**config.mk**
```make
export PLATFORM = sky130hd
export DESIGN_NAME = low_power_wakeup_control
export DESIGN_NICKNAME = d
export VERILOG_FILES = /design/src/design/lp_wake_pkg.sv /design/src/design/wake_timer.sv /design/src/design/pin_sync.sv /design/src/design/low_power_wakeup_control.sv
export SDC_FILE = /design/constraint.sdc
export NUM_CORES = 1
export LEC_CHECK = 0
export ABC_AREA = 1
export BUFFER_PORTS_ARGS = -buffer_cell sky130_fd_sc_hd__buf_4
export CAP_MARGIN = 20
export CORE_MARGIN = 4
export CORE_UTILIZATION = 40
export CTS_BUF_LIST = sky130_fd_sc_hd__clkbuf_4 sky130_fd_sc_hd__clkbuf_8 sky130_fd_sc_hd__clkbuf_16
export DETAILED_ROUTE_END_ITERATION = 16
export GPL_TIMING_DRIVEN = 0
export PLACE_DENSITY = 0.58
export SLEW_MARGIN = 20
export SYNTH_ARGS = -nofsm -noshare
export SYNTH_HDL_FRONTEND = slang
export SYNTH_SLANG_ARGS = --single-unit
```
**constraint.sdc**
```tcl
create_clock -name clock -period 2.5 [get_ports clock]
set_clock_uncertainty 0.15 [all_clocks]
set_input_delay 0.5 -clock clock [delete_from_list [all_inputs] [get_ports clock]]
set_output_delay 0.5 -clock clock [all_outputs]
set_load 0.05 [all_outputs]
```
**src/design/lp_wake_pkg.sv**
```systemverilog
// constants and types for the low-power wake-up controller
package lp_wake_pkg;
    // wake source indices
    localparam int SRC_TIMER = 0;
    localparam int SRC_RFLD = 1;
    localparam int SRC_TEMP_CL = 2;
    localparam int SRC_TEMP_CT = 3;
    localparam int SRC_GPIO = 4;
    localparam int SRC_PAD_LIM = 5;
    localparam int SRC_CARD = 6;
    localparam int SRC_AUX_INT = 7;
    localparam int SRC_TX_MON = 8;
    localparam int SRC_BUS_LOW = 9;
    localparam int SRC_HOST = 10;
    localparam int NUM_SRC = 11;
    // wake enable reset value: timer, temp sensors, pad limiter, card presence
    localparam logic [10:0] WAKE_EN_RESET = 11'h06D;
    // wake period
    localparam logic [15:0] WAKE_PERIOD_RESET = 16'h012C;
    localparam int CLOCK_MHZ = 250;
    localparam int TIME_MS_NS = 1000000;
    localparam int CLOCK_PERIOD_NS = 4;
    localparam int MS_CYCLES = TIME_MS_NS / CLOCK_PERIOD_NS;
    // host two-wire address
    localparam logic [6:0] HOST_ADDR_RESET = 7'h28;
    // scratch
    localparam int SCRATCH_WORDS = 8;
    // power-down bitmap fields
    localparam int PD_GPIO_LSB = 0;
    localparam int PD_GPIO_W = 12;
    localparam int PD_ATX_LSB = 12;
    localparam int PD_AUX_INT = 16;
    localparam int PD_AUX_IO = 17;
    localparam int PD_AUX_CLK = 18;
    localparam int PD_SPI = 19;
    localparam int PD_I2C = 20;
    localparam int PD_CT_CLK = 21;
    localparam int PD_CONTACTLESS_FRONT_END = 22;
    localparam int PD_GATE_STBY = 23;
    localparam int PD_W = 24;
    // refusal reasons
    localparam logic [2:0] REASON_NONE = 3'h0;
    localparam logic [2:0] REASON_BUSY = 3'h1;
    localparam logic [2:0] REASON_NO_USB = 3'h2;
    localparam logic [2:0] REASON_WAKE_PEND = 3'h3;
    localparam logic [2:0] REASON_BOTH = 3'h4;

    typedef enum logic [3:0] {
        ST_RUN = 4'h1,
        ST_STANDBY = 4'h2,
        ST_SUSPEND = 4'h4,
        ST_WAKE = 4'h8
    } lp_state_t;
endpackage : lp_wake_pkg

```
**src/design/wake_timer.sv**
```systemverilog
// periodic millisecond wake timer
`timescale 1ns/100ps
`default_nettype none
module wake_timer #(
    parameter int MS_CYC = lp_wake_pkg::MS_CYCLES
) (
    // clock and reset
    input wire logic clock,
    input wire logic resetn,
    // control
    input wire logic run,
    input wire logic [15:0] period_ms,
    // event
    output logic expire
);
    typedef struct packed {
        logic [31:0] sub;
        logic [15:0] ms;
        logic expire;
    } tmr_t;
    tmr_t s_r;
    tmr_t s_nxt;

    always_comb begin
        s_nxt = s_r;
        s_nxt.expire = 1'b0;
        if (!run) begin
            s_nxt.sub = 32'h0;
            s_nxt.ms = 16'h0;
        end else if (s_r.sub >= 32'(MS_CYC - 1)) begin
            s_nxt.sub = 32'h0;
            if (s_r.ms + 16'h1 >= period_ms) begin
                s_nxt.ms = 16'h0;
                s_nxt.expire = 1'b1;
            end else begin
                s_nxt.ms = s_r.ms + 16'h1;
            end
        end else begin
            s_nxt.sub = s_r.sub + 32'h1;
        end
    end

    always_ff @(posedge clock or negedge resetn) begin
        if (!resetn) begin
            s_r <= '0;
        end else begin
            s_r <= s_nxt;
        end
    end

    assign expire = s_r.expire;
endmodule : wake_timer
`default_nettype wire

```
**src/design/pin_sync.sv**
```systemverilog
// three-stage synchroniser for asynchronous inputs
`timescale 1ns/100ps
`default_nettype none
module pin_sync #(
    parameter int W = 1
) (
    // clock and reset
    input wire logic clock,
    input wire logic resetn,
    // async in, synced out
    input wire logic [W-1:0] async_in,
    output logic [W-1:0] sync_out
);
    typedef struct packed {
        logic [W-1:0] s1;
        logic [W-1:0] s2;
        logic [W-1:0] s3;
        logic [W-1:0] q;
    } sync_t;
    sync_t s_r;
    sync_t s_nxt;

    always_comb begin
        s_nxt = s_r;
        s_nxt.s1 = async_in;
        s_nxt.s2 = s_r.s1;
        s_nxt.s3 = s_r.s2;
        for (int i = 0; i < W; i++) begin
            if (s_r.s2[i] == s_r.s3[i]) begin
                s_nxt.q[i] = s_r.s3[i];
            end
        end
    end

    always_ff @(posedge clock or negedge resetn) begin
        if (!resetn) begin
            s_r <= '0;
        end else begin
            s_r <= s_nxt;
        end
    end

    assign sync_out = s_r.q;
endmodule : pin_sync
`default_nettype wire

```
**src/design/low_power_wakeup_control.sv**
```systemverilog
// low-power state control with wake sources, retained scratch and suspend power-down
// Behaviour
// standby and suspend; suspend only over USB
// enabled timer wakes each period expiry
// period in milliseconds, default 300
// enabled RF field detect wakes
// two temperature events, separate enables
// enabled GPIO activity wakes
// enabled pad-supply overcurrent wakes standby
// enabled transmitter-supply overcurrent wakes standby
// enabled card presence wakes standby
// enabled auxiliary interrupt wakes standby
// enabled bus-supply drop wakes standby
// host wake enable, address default 0x28
// refuse entry when busy, report reason
// standby wake restarts; suspend wake continues
// eight retained 32-bit scratch words
// suspend applies bitmap, resume restores
// bits 0-11 pull down GPIO pads
// bits 12-18 pull down auxiliary pads
// bit 19 serial, bit 20 two-wire pads
// bit 21 contact clock, 22 front end
// bit 23 forces standby gate strength
// software keeps wake pin bit clear
// raise supply monitor and limiter events
// each source gated by own enable
`timescale 1ns/100ps
`default_nettype none
module low_power_wakeup_control #(
    parameter int MS_CYC = lp_wake_pkg::MS_CYCLES
) (
    // clock and reset
    input wire logic clock,
    input wire logic resetn,
    // low-power request
    input wire logic enter_req,
    input wire logic enter_suspend,
    input wire logic usb_host_active,
    input wire logic link_busy,
    // configuration
    input wire logic cfg_we,
    input wire logic [10:0] cfg_wake_en,
    input wire logic [15:0] cfg_wake_period,
    input wire logic [6:0] cfg_host_addr,
    input wire logic [23:0] cfg_pd_bitmap,
    // scratch words
    input wire logic scratch_we,
    input wire logic [2:0] scratch_idx,
    input wire logic [31:0] scratch_wdata,
    output logic [31:0] scratch_rdata,
    // asynchronous wake inputs
    input wire logic rf_field_detect,
    input wire logic contactless_temp_sensor,
    input wire logic contact_temp_sensor,
    input wire logic gpio_wake,
    input wire logic pad_supply_current_limit,
    input wire logic contact_card_presence,
    input wire logic aux_interrupt,
    input wire logic transmitter_supply_monitor,
    input wire logic bus_supply_low,
    input wire logic host_link_wake,
    input wire logic usb_resume,
    // state and status
    output logic in_standby,
    output logic in_suspend,
    output logic enter_done,
    output logic enter_refused,
    output logic [2:0] refuse_reason,
    output logic wake_pulse,
    output logic restart_pulse,
    output logic [10:0] wake_cause,
    output logic [10:0] wake_en,
    output logic [15:0] wake_period_value,
    output logic [6:0] host_addr,
    // suspend power-down controls
    output logic [11:0] gpio_pull_down,
    output logic [3:0] atx_pull_down,
    output logic [2:0] aux_pull_down,
    output logic serial_master_port_pull_down,
    output logic two_wire_master_port_pull_down,
    output logic contact_interface_clk_stop,
    output logic contactless_front_end_off,
    output logic transmitter_gate_strength_standby,
    // asynchronous event outputs
    output logic bus_supply_event,
    output logic pad_limit_event
);
    typedef struct packed {
        lp_wake_pkg::lp_state_t st;
        logic stby;
        logic susp;
        logic [10:0] en;
        logic [15:0] period;
        logic [6:0] addr;
        logic [23:0] bitmap;
        logic [23:0] applied;
        logic from_suspend;
        logic done;
        logic refused;
        logic [2:0] reason;
        logic wake;
        logic restart;
        logic [10:0] cause;
        logic [31:0] rdata;
        logic bus_ev;
        logic pad_ev;
        logic bus_prev;
        logic pad_prev;
    } ctl_t;
    ctl_t s_r;
    ctl_t s_nxt;

    logic [31:0] scratch_r [lp_wake_pkg::SCRATCH_WORDS];
    logic [10:0] async_raw;
    logic [10:0] src;
    logic usb_resume_s;
    logic timer_run;
    logic timer_exp;
    logic [10:0] hits;
    logic low_power;
    logic no_usb;
    logic wake_pend;

    // wake inputs in enable-bit order; bit 0 is the internal timer, filled in after the synchroniser
    assign async_raw[lp_wake_pkg::SRC_TIMER] = 1'b0;
    assign async_raw[lp_wake_pkg::SRC_RFLD] = rf_field_detect;
    assign async_raw[lp_wake_pkg::SRC_TEMP_CL] = contactless_temp_sensor;
    assign async_raw[lp_wake_pkg::SRC_TEMP_CT] = contact_temp_sensor;
    assign async_raw[lp_wake_pkg::SRC_GPIO] = gpio_wake;
    assign async_raw[lp_wake_pkg::SRC_PAD_LIM] = pad_supply_current_limit;
    assign async_raw[lp_wake_pkg::SRC_CARD] = contact_card_presence;
    assign async_raw[lp_wake_pkg::SRC_AUX_INT] = aux_interrupt;
    assign async_raw[lp_wake_pkg::SRC_TX_MON] = transmitter_supply_monitor;
    assign async_raw[lp_wake_pkg::SRC_BUS_LOW] = bus_supply_low;
    assign async_raw[lp_wake_pkg::SRC_HOST] = host_link_wake;

    pin_sync #(.W(11)) u_sync (
        .clock(clock),
        .resetn(resetn),
        .async_in(async_raw),
        .sync_out(src)
    );

    pin_sync #(.W(1)) u_sync_usb (
        .clock(clock),
        .resetn(resetn),
        .async_in(usb_resume),
        .sync_out(usb_resume_s)
    );

    assign low_power = s_r.st == lp_wake_pkg::ST_STANDBY || s_r.st == lp_wake_pkg::ST_SUSPEND;
    assign timer_run = low_power && s_r.en[lp_wake_pkg::SRC_TIMER];

    // counts only in a low-power state and starts from zero on each entry
    wake_timer #(.MS_CYC(MS_CYC)) u_timer (
        .clock(clock),
        .resetn(resetn),
        .run(timer_run),
        .period_ms(s_r.period),
        .expire(timer_exp)
    );

    // each source passes only under its own enable
    function automatic logic [10:0] gate_src(input logic [10:0] s, input logic [10:0] e, input logic t);
        logic [10:0] v;
        v = {s[10:1], t};
        return v & e;
    endfunction : gate_src


    assign hits = gate_src(src, s_r.en, timer_exp);

    // suspend needs the USB link as host; a pending enabled source would wake at once
    assign no_usb = enter_suspend && !usb_host_active;
    assign wake_pend = |hits[lp_wake_pkg::NUM_SRC-1:1];

    always_comb begin
        s_nxt = s_r;
        s_nxt.done = 1'b0;
        s_nxt.refused = 1'b0;
        s_nxt.wake = 1'b0;
        s_nxt.restart = 1'b0;
        s_nxt.rdata = scratch_r[scratch_idx];
        s_nxt.bus_prev = src[lp_wake_pkg::SRC_BUS_LOW];
        s_nxt.pad_prev = src[lp_wake_pkg::SRC_PAD_LIM];
        s_nxt.bus_ev = src[lp_wake_pkg::SRC_BUS_LOW] && !s_r.bus_prev;
        s_nxt.pad_ev = src[lp_wake_pkg::SRC_PAD_LIM] && !s_r.pad_prev;
        // config frozen outside run so sources and bitmap cannot shift under a sleeping chip
        if (cfg_we && s_r.st == lp_wake_pkg::ST_RUN) begin
            s_nxt.en = cfg_wake_en;
            s_nxt.period = cfg_wake_period;
            s_nxt.addr = cfg_host_addr;
            s_nxt.bitmap = cfg_pd_bitmap;
        end
        case (s_r.st)
            lp_wake_pkg::ST_RUN: begin
                if (enter_req) begin
                    if (link_busy && no_usb) begin
                        s_nxt.reason = lp_wake_pkg::REASON_BOTH;
                        s_nxt.refused = 1'b1;
                    end else if (link_busy) begin
                        s_nxt.reason = lp_wake_pkg::REASON_BUSY;
                        s_nxt.refused = 1'b1;
                    end else if (no_usb) begin
                        s_nxt.reason = lp_wake_pkg::REASON_NO_USB;
                        s_nxt.refused = 1'b1;
                    end else if (wake_pend) begin
                        s_nxt.reason = lp_wake_pkg::REASON_WAKE_PEND;
                        s_nxt.refused = 1'b1;
                    end else begin
                        s_nxt.reason = lp_wake_pkg::REASON_NONE;
                        s_nxt.cause = 11'h0;
                        s_nxt.done = 1'b1;
                        if (enter_suspend) begin
                            s_nxt.st = lp_wake_pkg::ST_SUSPEND;
                            s_nxt.from_suspend = 1'b1;
                            s_nxt.applied = s_r.bitmap;
                        end else begin
                            s_nxt.st = lp_wake_pkg::ST_STANDBY;
                            s_nxt.from_suspend = 1'b0;
                        end
                    end
                end
            end

            // standby: any enabled source wakes, execution restarts
            lp_wake_pkg::ST_STANDBY: begin
                if (|hits) begin
                    s_nxt.cause = hits;
                    s_nxt.st = lp_wake_pkg::ST_WAKE;
                end
            end

            // suspend: enabled source or host resume; pads return to run settings
            lp_wake_pkg::ST_SUSPEND: begin
                if (|hits || usb_resume_s) begin
                    s_nxt.cause = hits;
                    s_nxt.applied = 24'h0;
                    s_nxt.st = lp_wake_pkg::ST_WAKE;
                end
            end

            // one wake cycle so the cause is settled when the pulse shows
            lp_wake_pkg::ST_WAKE: begin
                s_nxt.wake = 1'b1;
                s_nxt.restart = !s_r.from_suspend;
                s_nxt.st = lp_wake_pkg::ST_RUN;
            end

            default: begin
                s_nxt.st = lp_wake_pkg::ST_RUN;
            end
        endcase
        // state flags taken from the next state so the outputs come straight from flops
        s_nxt.stby = s_nxt.st == lp_wake_pkg::ST_STANDBY;
        s_nxt.susp = s_nxt.st == lp_wake_pkg::ST_SUSPEND;
    end

    // reset loads the default wake configuration
    always_ff @(posedge clock or negedge resetn) begin
        if (!resetn) begin
            s_r <= '0;
            s_r.st <= lp_wake_pkg::ST_RUN;
            s_r.en <= lp_wake_pkg::WAKE_EN_RESET;
            s_r.period <= lp_wake_pkg::WAKE_PERIOD_RESET;
            s_r.addr <= lp_wake_pkg::HOST_ADDR_RESET;
        end else begin
            s_r <= s_nxt;
        end
    end

    // retained scratch words, kept through standby
    always_ff @(posedge clock) begin
        if (scratch_we) begin
            scratch_r[scratch_idx] <= scratch_wdata;
        end
    end

    // state and status
    assign in_standby = s_r.stby;
    assign in_suspend = s_r.susp;
    assign enter_done = s_r.done;
    assign enter_refused = s_r.refused;
    assign refuse_reason = s_r.reason;
    assign wake_pulse = s_r.wake;
    assign restart_pulse = s_r.restart;
    assign wake_cause = s_r.cause;
    assign wake_en = s_r.en;
    assign wake_period_value = s_r.period;
    assign host_addr = s_r.addr;
    assign scratch_rdata = s_r.rdata;

    // suspend power-down controls, zero outside suspend
    assign gpio_pull_down = s_r.applied[lp_wake_pkg::PD_GPIO_LSB +: lp_wake_pkg::PD_GPIO_W];
    assign atx_pull_down = s_r.applied[lp_wake_pkg::PD_ATX_LSB +: 4];
    assign aux_pull_down = s_r.applied[lp_wake_pkg::PD_AUX_CLK:lp_wake_pkg::PD_AUX_INT];
    assign serial_master_port_pull_down = s_r.applied[lp_wake_pkg::PD_SPI];
    assign two_wire_master_port_pull_down = s_r.applied[lp_wake_pkg::PD_I2C];
    assign contact_interface_clk_stop = s_r.applied[lp_wake_pkg::PD_CT_CLK];
    assign contactless_front_end_off = s_r.applied[lp_wake_pkg::PD_CONTACTLESS_FRONT_END];
    assign transmitter_gate_strength_standby = s_r.applied[lp_wake_pkg::PD_GATE_STBY];

    // supply events, raised whatever the enables
    assign bus_supply_event = s_r.bus_ev;
    assign pad_limit_event = s_r.pad_ev;
endmodule : low_power_wakeup_control
`default_nettype wire

```
==> results.sh, run 1 <==
export IMPL_antenna_left=0
export IMPL_holdWs_ns=0.0308
export IMPL_ys_types=46
export IMPL_avgViaCountPerCell=4.72
export IMPL_start_util_pct=40.5
export IMPL_dr_pass1_iters=5
export IMPL_drv_cap=0
export IMPL_r2r_end="u_timer.s_r[12]"
export IMPL_clock_sinks=492
export IMPL_end_kind="flop"
export IMPL_startpoint="u_timer.s_r[1]"
export IMPL_row_count=81
export IMPL_cts_buffers=52
export IMPL_critPathKind="flop to flop"
export IMPL_synth_cells=1753
export IMPL_ys_seq_area_share_pct=68.4
export IMPL_cp_max_fo=5
export IMPL_core_area_um2=49100
export IMPL_slew_violations=0
export IMPL_dpl_hpwl_um=32800
export IMPL_total_power_mw=20.0
export IMPL_dieHeight_um=231
export IMPL_cp_arrival_ns=3.00
export IMPL_crit_end="u_timer.s_r[12]"
export IMPL_setup_violations=17
export IMPL_dp_cells=2663
export IMPL_finalNonFillerCells=2883
export IMPL_relSlewSlack_pct=49.0
export IMPL_htree_levels=2
export IMPL_async_flop_share_pct=48.0
export IMPL_min_path_cells=3
export IMPL_io_buffers=223
export IMPL_seq_area_um2=13600
export IMPL_setup_slack_ns=-0.177
export IMPL_cts_max_path_buffers=3
export IMPL_filler_cell_count=4291
export IMPL_synth_area_leaders="edfxtp_1 (39%), dfrtp_1 (28%), nor2_1 (6.2%), nand2_1 (5.5%), o21ai_0 (4.2%)"
export IMPL_post_route_min_period_ns=2.68
export IMPL_finalSetupTns_ns=-2.29
export IMPL_design_area_um2=26000
export IMPL_routed_wl_um=50300
export IMPL_yosysWarnings=0
export IMPL_nNetsFinal=2304
export IMPL_clkLatencyLatePin_ns=0.61
export IMPL_num_vias=13600
export IMPL_syn_avg_cell_area_um2=11.3
export IMPL_die_area_um2=53400
export IMPL_synth_ff_latch_count=492
export IMPL_startpoint_type="flop"
export IMPL_syn2layout_area_growth_pct=30.6
export IMPL_worstHoldPathType="input port to flop"
export IMPL_timing_fmax_mhz=374
export IMPL_yosysMostFrequentCell="nor2_1"
export IMPL_cts_tree="done"
export IMPL_grt_pass1_vias=14100
export IMPL_synthTopCellsByCount="nor2_1 (331), nand2_1 (289), edfxtp_1 (256)"
export IMPL_placed_cell_area_um2=22800
export IMPL_worst_pin_slew_ns=0.766
export IMPL_grt_first_pass_wirelength_um=79200
export IMPL_peakVddDrop_uv=622
export IMPL_die_x_um=231
export IMPL_drive_gt1_share_pct=25.4
export IMPL_r2r_slack_ns=-0.18
export IMPL_required_ns=2.83
export IMPL_grt_remaining_overflow=0
export IMPL_synth_edf_count=256
export IMPL_min_from="cfg_wake_period[14]"
export IMPL_worstRegToRegCells=16
export IMPL_rsz0062_at_grt="true"
export IMPL_gp_congestion=0.834
export IMPL_clk_pin_slew_ns=0.06
export IMPL_period_share_pct=107
export IMPL_synthesis_area_um2=19900
export IMPL_grt_max_degree=86
export IMPL_finalHoldViolCount=0
export IMPL_synth_largest_area_cell="edfxtp_1"
export IMPL_p_leak_nw=11.2
export IMPL_synth_top_area_share_pct=38.6
export IMPL_drc_errors=0
export IMPL_grt_antenna_before_repair=1
export IMPL_pin_count=224
export IMPL_synthFlopType="edfxtp_1"
export IMPL_pwr_density_cell_nw_per_um2=771
export IMPL_multiInputGateArea_um2=5120
export IMPL_grt_util_all_layers_pct=18.8
export IMPL_cts_root_buf="clkbuf_16"
export IMPL_wl_per_cell_um=17.5
export IMPL_status="finished with violations"
export IMPL_drt_initial_drc_count=957
export IMPL_r2r_start="u_timer.s_r[1]"
export IMPL_violations="negative setup slack"
==> stage by stage <==
stage,worst slack (ns),utilization (%)
after floorplan,-0.483,-
after global placement,-2.49,45.8
after detailed placement,-0.610,46.4
after CTS,-0.156,52.6
after global routing,-0.364,53.0
final,-0.177,53.0
==> where the power goes <==
part / leakage, nW / internal, mW / total, mW / switching, mW
clock: 0.898 / 4.69 / 8.00 / 3.30
sequential: 5.26 / 9.04 / 9.24 / 0.203
combinational: 5.04 / 1.04 / 2.78 / 1.74
==> kinds of logic (layout without fill, tap and decap cells) <==
family	count (synthesis)	count (layout)	share of synthesized area [%]
DFF	492	492	68.4
and+or+nand+nor	690	690	14.0
buffers and inverters	267	719	7.23
xor gates and xnor gates	20	20	0.881
AOI/OAI and AO/OA	235	235	6.73
other	1	15	0.0189
adders and majority gates	29	29	1.69
muxes	19	19	1.08
==> registers in the layout (all words and copies together) (netlist names), 2 cells and up <==
register,cells
u_sync_usb.s_nxt,2
s_r,31
aux_pull_down,3
wake_en,11
wake_cause,11
wake_period_value,16
u_sync.sync_out,10
host_addr,7
scratch_rdata,32
u_sync.s_nxt,20
gpio_pull_down,12
refuse_reason,3
scratch_r,256
u_sync.s_r,10
u_timer.s_r,48
atx_pull_down,4
==> final cells by class <==
cell class,instances,area share [%]
antenna,1,0.00963
buffer,161,4.03
clock buffer,65,5.60
clock inverter,33,1.40
inverter,106,1.53
multi-input combinational,1007,19.7
sequential,492,52.4
tap,664,3.20
timing repair buffer,354,12.1
==> critical path, cell delays in order (launching register included) <==
cell and delay (ns):
dfrtp_1 0.42, ha_4 0.18, nand2_4 0.05, nor2_4 0.15, buf_4 0.15, nand4_1 0.13, nand2_2 0.13, inv_1 0.05
ha_1 0.26, nand4_1 0.15, nor2_2 0.20, nand3_2 0.11, nand3_4 0.12, nor2_4 0.06, buf_6 0.15, nand2_4 0.05
nand2_2 0.05
==> metal layers <==
metal | vias to the layer above | global-route usage, % | part of all wire (%)
li1 | 6599 | - | -
met1 | 6574 | 24.9 | 44
met2 | 358 | 32.4 | 49
met3 | 70 | 2.89 | 5.0
met4 | 0 | 5.17 | 2.2
met5 | - | 0 | 0
==> how the worst min path moves through the flow <==
stage	endpoint	slack [ns]
global route	wake_period_value[14]	0.05
CTS	wake_period_value[14]	0.0005
floorplan	atx_pull_down[0]	0.05
global placement	u_sync.s_nxt[14]	0.19
finish	wake_period_value[14]	0.03
detailed placement	u_sync.s_nxt[17]	0.18
==> cell usage in the layout (no fill, tap or decap), drive strengths merged, types with 14 or more instances in the layout <==
cell and n:
nor2 337, dfrtp 224, edfxtp 256, o2111ai 31, mux2 19, a21oi 24
o21ai 170, conb 14, clkbuf 98, inv 108, dlygate4sd3 100, ha 18
buf 382, nand2 291, nand3 32, clkinv 21, xor2 18
==> timing repair <==
item | 4_1_cts | 5_1_grt
endpoints found under the hold margin | 392 | 0
hold buffers | 100 | 0
pin swaps | 16 | 17
cloned | 1 | 0
resized for setup | 36 | 13
endpoints found under the setup margin | 17 | 100
buffers inserted | 7 | 13
(Power assumes the default switching activity.)
==> run 2: changes to the inputs <==
--- a/config.mk
+++ b/config.mk
@@ -5,15 +5,14 @@
 export SDC_FILE = /design/constraint.sdc
 export NUM_CORES = 1
 export LEC_CHECK = 0
-export ABC_AREA = 1
 export BUFFER_PORTS_ARGS = -buffer_cell sky130_fd_sc_hd__buf_4
 export CAP_MARGIN = 20
 export CORE_MARGIN = 4
-export CORE_UTILIZATION = 40
+export CORE_UTILIZATION = 52
 export CTS_BUF_LIST = sky130_fd_sc_hd__clkbuf_4 sky130_fd_sc_hd__clkbuf_8 sky130_fd_sc_hd__clkbuf_16
 export DETAILED_ROUTE_END_ITERATION = 16
 export GPL_TIMING_DRIVEN = 0
-export PLACE_DENSITY = 0.58
+export PLACE_DENSITY = 0.73
 export SLEW_MARGIN = 20
 export SYNTH_ARGS = -nofsm -noshare
 export SYNTH_HDL_FRONTEND = slang
==> run 2 against run 1 <==
Compared with the run above: the flow still finishes with violations (negative setup slack); wire length shrank 15%; flip-flop and latch count did not move; critical path depth fell by 3; first-iteration DRC count is 34% lower; area after synthesis shrank 3.2%; hold slack better by 0.017 ns; register-to-register slack worse by 0.54 ns; clock power increased by 4.1%; non-clock buffer count down 1.
==> results.sh, run 2 <==
export IMPL_grt_antenna_before_repair=2
export IMPL_min_path_cells=2
export IMPL_p_int_mw=15.5
export IMPL_drv_cap=0
export IMPL_period_share_pct=129
export IMPL_avgViaCountPerCell=5.41
export IMPL_synthFlopType="edfxtp_1"
export IMPL_syn2layout_area_growth_pct=32.5
export IMPL_min_from="cfg_wake_en[10]"
export IMPL_synth_largest_area_cell="edfxtp_1"
export IMPL_grt_first_pass_wirelength_um=67900
export IMPL_grt_pass1_vias=11700
export IMPL_setup_violations=23
export IMPL_power_frac_clock_pct=41.1
export IMPL_final_util_pct=69.8
export IMPL_synth_cells=1105
export IMPL_synth_top_area_share_pct=39.9
export IMPL_pwr_density_cell_nw_per_um2=794
export IMPL_grt_max_degree=93
export IMPL_setup_slack_ns=-0.718
export IMPL_cts_buffers=49
export IMPL_core_area_um2=36500
export IMPL_io_buffers=220
export IMPL_routed_wl_um=42900
export IMPL_worstRegToRegCells=13
export IMPL_clock_sinks=492
export IMPL_r2r_slack_ns=-0.72
export IMPL_grt_util_all_layers_pct=21.4
export IMPL_antenna_left=0
export IMPL_final_common_cell="buf_4"
export IMPL_htree_levels=2
export IMPL_wl_per_cell_um=20.9
export IMPL_placed_cell_area_um2=22000
export IMPL_switchingPower_mw=4.80
export IMPL_cpPeakStageDelay_ns=0.44
export IMPL_synthTopCellsByCount="edfxtp_1 (256), dfrtp_1 (224), buf_4 (100)"
export IMPL_grt_remaining_overflow=0
export IMPL_syn_avg_cell_area_um2=17.4
export IMPL_final_cell_mix="buf_4 (354), edfxtp_1 (256), dfrtp_1 (217)"
export IMPL_dpl_hpwl_um=26300
export IMPL_crit_family="simple AND/OR/NAND/NOR gates"
export IMPL_largest_reg_flops=256
export IMPL_critical_path_buf_inv_count=3
export IMPL_pin_count=224
export IMPL_relSlewSlack_pct=48.0
export IMPL_cts_tree="done"
export IMPL_critPathKind="flop to flop"
export IMPL_synth_area_leaders="edfxtp_1 (40%), dfrtp_1 (29%), mux4_2 (7.5%), mux2_2 (5.3%), buf_4 (3.9%)"
export IMPL_drive_gt1_share_pct=45.5
export IMPL_yosysMostFrequentCell="edfxtp_1"
export IMPL_largest_register="scratch_r"
export IMPL_post_route_min_period_ns=3.22
export IMPL_worst_pin_slew_ns=0.780
export IMPL_status="finished with violations"
export IMPL_startpoint_type="flop"
export IMPL_peakVddDrop_uv=713
export IMPL_timing_fmax_mhz=311
export IMPL_finalHoldViolCount=0
export IMPL_dr_pass1_iters=5
export IMPL_p_sw_share_pct=23.7
export IMPL_required_ns=2.81
export IMPL_cp_slowest_cell="dfrtp_1"
export IMPL_hold_end="wake_en[10]"
export IMPL_async_flop_share_pct=48.0
export IMPL_gp_congestion=0.846
export IMPL_path_cells="ha_4 -> nand4_1 -> or3_4 -> xnor2_2 -> ha_1 -> and3_4 -> a221oi_2 -> buf_4 -> a311o_1 -> buf_8 -> clkbuf_16 -> a22oi_2 -> o31ai_2"
export IMPL_slew_violations=0
export IMPL_ys_types=56
export IMPL_clk_pin_slew_ns=0.06
export IMPL_r2r_start="u_timer.s_r[2]"
export IMPL_yosysWarnings=0
export IMPL_dieHeight_um=200
export IMPL_r2r_end="u_timer.s_r[16]"
export IMPL_end_kind="flop"
export IMPL_clkLatencyLatePin_ns=0.59
export IMPL_pwr_share_comb_pct=13.1
export IMPL_cp_max_fo=8
export IMPL_worstHoldPathType="input port to flop"
export IMPL_num_vias=11100
export IMPL_drc_errors=0
export IMPL_cts_root_buf="clkbuf_16"
export IMPL_die_area_um2=40200
export IMPL_rsz0062_at_grt="true"
export IMPL_p_leak_nw=10.4
export IMPL_start_util_pct=52.7
export IMPL_cts_max_path_buffers=3
export IMPL_synth_ff_latch_count=492
export IMPL_startpoint="u_timer.s_r[2]"
export IMPL_violations="negative setup slack"
export IMPL_ys_seq_area_share_pct=70.7
export IMPL_die_x_um=200
export IMPL_row_count=70
export IMPL_seq_power_share_pct=45.8
export IMPL_drt_initial_drc_count=633
export IMPL_nNetsFinal=1674
export IMPL_design_area_um2=25500
export IMPL_synth_edf_count=256
export IMPL_synthesis_area_um2=19300
export IMPL_cp_arrival_ns=3.52
## run 2: changes by cell type in the layout (fill, tap and decap cells not counted), sizes merged, moves of 25 or more
cell | previous run | this run
nor2 | 337 | 36
nand2 | 291 | 28
o21ai | 170 | 9
inv | 108 | 21
mux2 | 19 | 90
mux4 | 0 | 64
o2111ai | 31 | 0
a22o | 1 | 26
## run 2: how the worst max path moves through the flow
stage                              endpoint  slack, ns  cells past startpoint
after floorplan              u_timer.s_r[4]      -0.50                     12
after global placement    scratch_rdata[23]      -1.21                      1
after detailed placement    u_timer.s_r[16]      -1.19                     12
after CTS                   u_timer.s_r[16]      -0.64                     12
after global routing        u_timer.s_r[14]      -0.81                     12
final                       u_timer.s_r[16]      -0.72                     13
## run 2: layout make-up
class                      count  area [um^2]
antenna                        1         2.50
buffer                       138          976
clock buffer                  73         1480
clock inverter                18          399
fill                        2254        11000
inverter                      18         67.6
multi-input combinational    469         5040
sequential                   492        13600
tap                          468          586
timing repair buffer         376         3340
## run 2: routing by layer
layer	vias to the layer above	wire length, um	global-route usage (%)
met5	-	19	0
met1	5741	17800	28.4
met4	2	695	4.65
met2	348	22000	36.8
li1	4960	-	-
met3	58	2380	4.70
## run 2: power by group through the flow
stage | logic (mW) | registers (mW) | clock network [mW]
after CTS | 2.63 | 9.26 | 8.50
after global placement | 2.40 | 9.39 | 0
after detailed placement | 2.47 | 9.42 | 0
after floorplan | 1.59 | 9.41 | 0
after global routing | 2.80 | 9.32 | 8.85
final | 2.65 | 9.28 | 8.33
## run 2: timing repair
action / 4_1_cts / 5_1_grt
endpoints found under the setup margin: 102 / 94
hold endpoints to repair: 381 / 0
pin swaps: 12 / 20
resized for setup: 32 / 33
buffers inserted: 16 / 22
hold buffers: 102 / 0
cloned: 1 / 1
## run 2: stage by stage
| step | cells | setup TNS (ns) | total power [mW] | worst slack, ns | hold WS, ns |
|---|---|---|---|---|---|
| 2_1_floorplan | 1118 | -7.74 | 11.0 | -0.499 | 0.0544 |
| 3_3_place_gp | 1806 | -526.20 | 11.8 | -1.21 | 0.186 |
| 3_5_place_dp | 1820 | -139.19 | 11.9 | -1.19 | 0.187 |
| 4_1_cts | 2029 | -10.19 | 20.4 | -0.640 | 0.000798 |
| 5_1_grt | 2053 | -15.25 | 21.0 | -0.806 | 0.00610 |
| 6_report | 2053 | -10.82 | 20.3 | -0.718 | 0.0474 |
## run 2: cells by family (layout without fill, tap and decap cells)
logic type,Yosys count,count (layout),synth area share (%)
AO/OA/AOI/OAI,96,96,4.15
XOR/XNOR,30,30,1.36
adder cells (fa/ha/maj),29,29,1.74
buffers and inverters,157,623,5.15
flip-flops,492,492,70.7
multiplexers,154,154,12.8
other,1,15,0.0195
AND/OR/NAND/NOR,146,146,4.14
==> run 3: changes to the inputs <==
--- a/config.mk
+++ b/config.mk
@@ -7,7 +7,6 @@
 export LEC_CHECK = 0
 export BUFFER_PORTS_ARGS = -buffer_cell sky130_fd_sc_hd__buf_4
 export CAP_MARGIN = 20
-export CORE_MARGIN = 4
 export CORE_UTILIZATION = 52
 export CTS_BUF_LIST = sky130_fd_sc_hd__clkbuf_4 sky130_fd_sc_hd__clkbuf_8 sky130_fd_sc_hd__clkbuf_16
 export DETAILED_ROUTE_END_ITERATION = 16
==> run 3 against run 2 <==
Compared with the run above: critical path depth stayed put; final cell count barely moved; wire length decreased by 3.4%; register-to-register slack improved by 0.10 ns; core utilization is 0.41 points lower; critical endpoint is now u_timer.s_r[14]; count of clock-buffer cells in the layout down 3; power down 3.4%; the flow still finishes with violations (negative setup slack); hold slack got worse by 0.014 ns; critical path type unchanged.
==> results.sh, run 3 (synthesis results as in run 2) <==
export IMPL_status="finished with violations"
export IMPL_violations="negative setup slack"
export IMPL_wl_per_cell_um=20.2
export IMPL_drv_cap=0
export IMPL_grt_pass1_vias=11400
export IMPL_largest_register="scratch_r"
export IMPL_rsz0062_at_grt="true"
export IMPL_grt_antenna_before_repair=1
export IMPL_cts_tree="done"
export IMPL_routed_wl_um=41400
export IMPL_antenna_cells=0
export IMPL_num_vias=10900
export IMPL_design_area_um2=25400
export IMPL_cp_slowest_cell="dfrtp_2"
export IMPL_grt_max_degree=93
export IMPL_finalHoldViolCount=0
export IMPL_dr_pass1_iters=4
export IMPL_slew_violations=0
export IMPL_grt_util_all_layers_pct=22.3
export IMPL_cp_arrival_ns=3.44
export IMPL_setup_violations=17
export IMPL_required_ns=2.82
export IMPL_core_area_um2=36500
export IMPL_grt_remaining_overflow=0
export IMPL_clk_pin_slew_ns=0.06
export IMPL_antenna_left=0
export IMPL_largest_reg_flops=256
export IMPL_seq_power_share_pct=47.4
export IMPL_placed_cell_area_um2=22000
export IMPL_power_frac_clock_pct=39.2
export IMPL_post_route_min_period_ns=3.12
export IMPL_syn2layout_area_growth_pct=31.7
export IMPL_startpoint_type="flop"
export IMPL_final_cell_mix="buf_4 (354), edfxtp_1 (256), dfrtp_1 (219)"
export IMPL_grt_first_pass_wirelength_um=64400
export IMPL_die_x_um=194
export IMPL_setup_slack_ns=-0.617
export IMPL_cts_buffers=50
export IMPL_pwr_share_comb_pct=13.4
export IMPL_pin_count=224
export IMPL_nNetsFinal=1674
export IMPL_finalSetupTns_ns=-10.05
export IMPL_cp_max_fo=8
export IMPL_die_area_um2=37800
export IMPL_worst_pin_slew_ns=0.995
export IMPL_cpPeakStageDelay_ns=0.42
export IMPL_clock_sinks=492
export IMPL_start_util_pct=52.7
export IMPL_multiInputGateArea_um2=5010
export IMPL_period_share_pct=125
export IMPL_cts_root_buf="clkbuf_16"
export IMPL_final_common_cell="buf_4"
export IMPL_worstHoldPathType="input port to flop"
export IMPL_cts_max_path_buffers=3
export IMPL_avgViaCountPerCell=5.32
export IMPL_htree_levels=2
export IMPL_clkLatencyLatePin_ns=0.59
export IMPL_dpl_hpwl_um=25800
export IMPL_critPathKind="flop to flop"
export IMPL_drc_errors=0
export IMPL_drive_gt1_share_pct=44.9
export IMPL_seq_area_um2=13600
export IMPL_drt_initial_drc_count=615
export IMPL_p_leak_nw=10.3
export IMPL_io_buffers=220
export IMPL_final_util_pct=69.4
export IMPL_peakVddDrop_uv=917
export IMPL_filler_cell_count=2304
export IMPL_dieHeight_um=194
export IMPL_timing_fmax_mhz=321
export IMPL_p_sw_share_pct=24.6
export IMPL_relSlewSlack_pct=33.6
export IMPL_gp_congestion=0.822
export IMPL_pwr_density_cell_nw_per_um2=771
export IMPL_row_count=70
export IMPL_path_cells="ha_4 -> nand4_1 -> or3_4 -> xnor2_2 -> ha_1 -> and3_4 -> a221oi_2 -> a21boi_2 -> a311o_1 -> buf_8 -> clkbuf_16 -> a22oi_2 -> o31ai_2"
export IMPL_switchingPower_mw=4.82
export IMPL_p_int_mw=14.7
export IMPL_end_kind="flop"
-- run 3: changes by cell type in the layout (fill, tap and decap cells not counted), sizes merged --
cell	before	now
bufinv	11	4
inv	21	22
clkinvlp	0	3
dlygate4sd3	102	99
diode	1	0
buf	390	393
clkbuf	94	90
clkinv	4	11
-- run 3: cell type report --
cell class	instances	area share, %
flip-flops and latches	492	53.7
multi-input cells	469	19.8
repair buffers	375	13.3
clock buffers	70	5.77
plain buffers	138	3.83
well taps	468	2.31
clock inverters	22	1.10
inverters	18	0.266
-- run 3: metal layers --
| metal | GRT usage, % | wire, um | vias to the layer above |
|---|---|---|---|
| met3 | 4.93 | 2380 | 62 |
| met4 | 6.35 | 837 | 2 |
| li1 | - | - | 4956 |
| met5 | 0 | 13 | - |
| met1 | 28.9 | 17200 | 5533 |
| met2 | 37.9 | 21000 | 355 |
-- run 3: path summary, 6_finish.rpt --
path                                   start            endpoint  slack (ns)  cells after the start
max                           u_timer.s_r[2]     u_timer.s_r[14]       -0.62                     13
max reg2reg                   u_timer.s_r[2]     u_timer.s_r[14]       -0.62                     13
max in group asynchronous             resetn  u_sync.sync_out[9]        0.84                      3
min                        cfg_pd_bitmap[10]             s_r[89]        0.03                      2
min reg2reg                 u_sync.s_nxt[29]    u_sync.s_nxt[18]        0.19                      0
min in group asynchronous             resetn        host_addr[0]        0.41                      2
-- run 3: through the flow --
| step | std cells | power [mW] | hold slack (ns) | setup WS [ns] |
|---|---|---|---|---|
| 2_1_floorplan | 1118 | 11.0 | 0.0544 | -0.499 |
| 3_5_place_dp | 1821 | 11.9 | 0.189 | -1.10 |
| 4_1_cts | 2026 | 19.7 | 0.0000280 | -0.597 |
| 5_1_grt | 2052 | 20.2 | 0.00254 | -0.731 |
| 3_3_place_gp | 1806 | 11.8 | 0.187 | -1.20 |
| 6_report | 2052 | 19.6 | 0.0334 | -0.617 |
-- run 3: power by group through the flow --
stage | combinational [mW] | clock (mW) | sequential (mW)
finish | 2.62 | 7.67 | 9.27
floorplan | 1.59 | 0 | 9.41
global placement | 2.39 | 0 | 9.39
CTS | 2.60 | 7.84 | 9.26
detailed placement | 2.46 | 0 | 9.41
global route | 2.77 | 8.16 | 9.31
-- run 3: critical path: cells and delay by family (launching register included) --
family	cells	cell delay [ns]
compound gates	5	0.77
simple gates	3	0.73
fa+ha+maj	2	0.46
flops	1	0.42
buf+inv	2	0.32
xor+xnor	1	0.14
-- run 3: repair_timing --
item	4_1_cts	5_1_grt
hold buffers	98	1
pin swaps	8	17
cloned	1	1
endpoints found under the hold margin	402	1
endpoints found under the setup margin	53	130
setup buffers	15	24
resized for setup	29	27
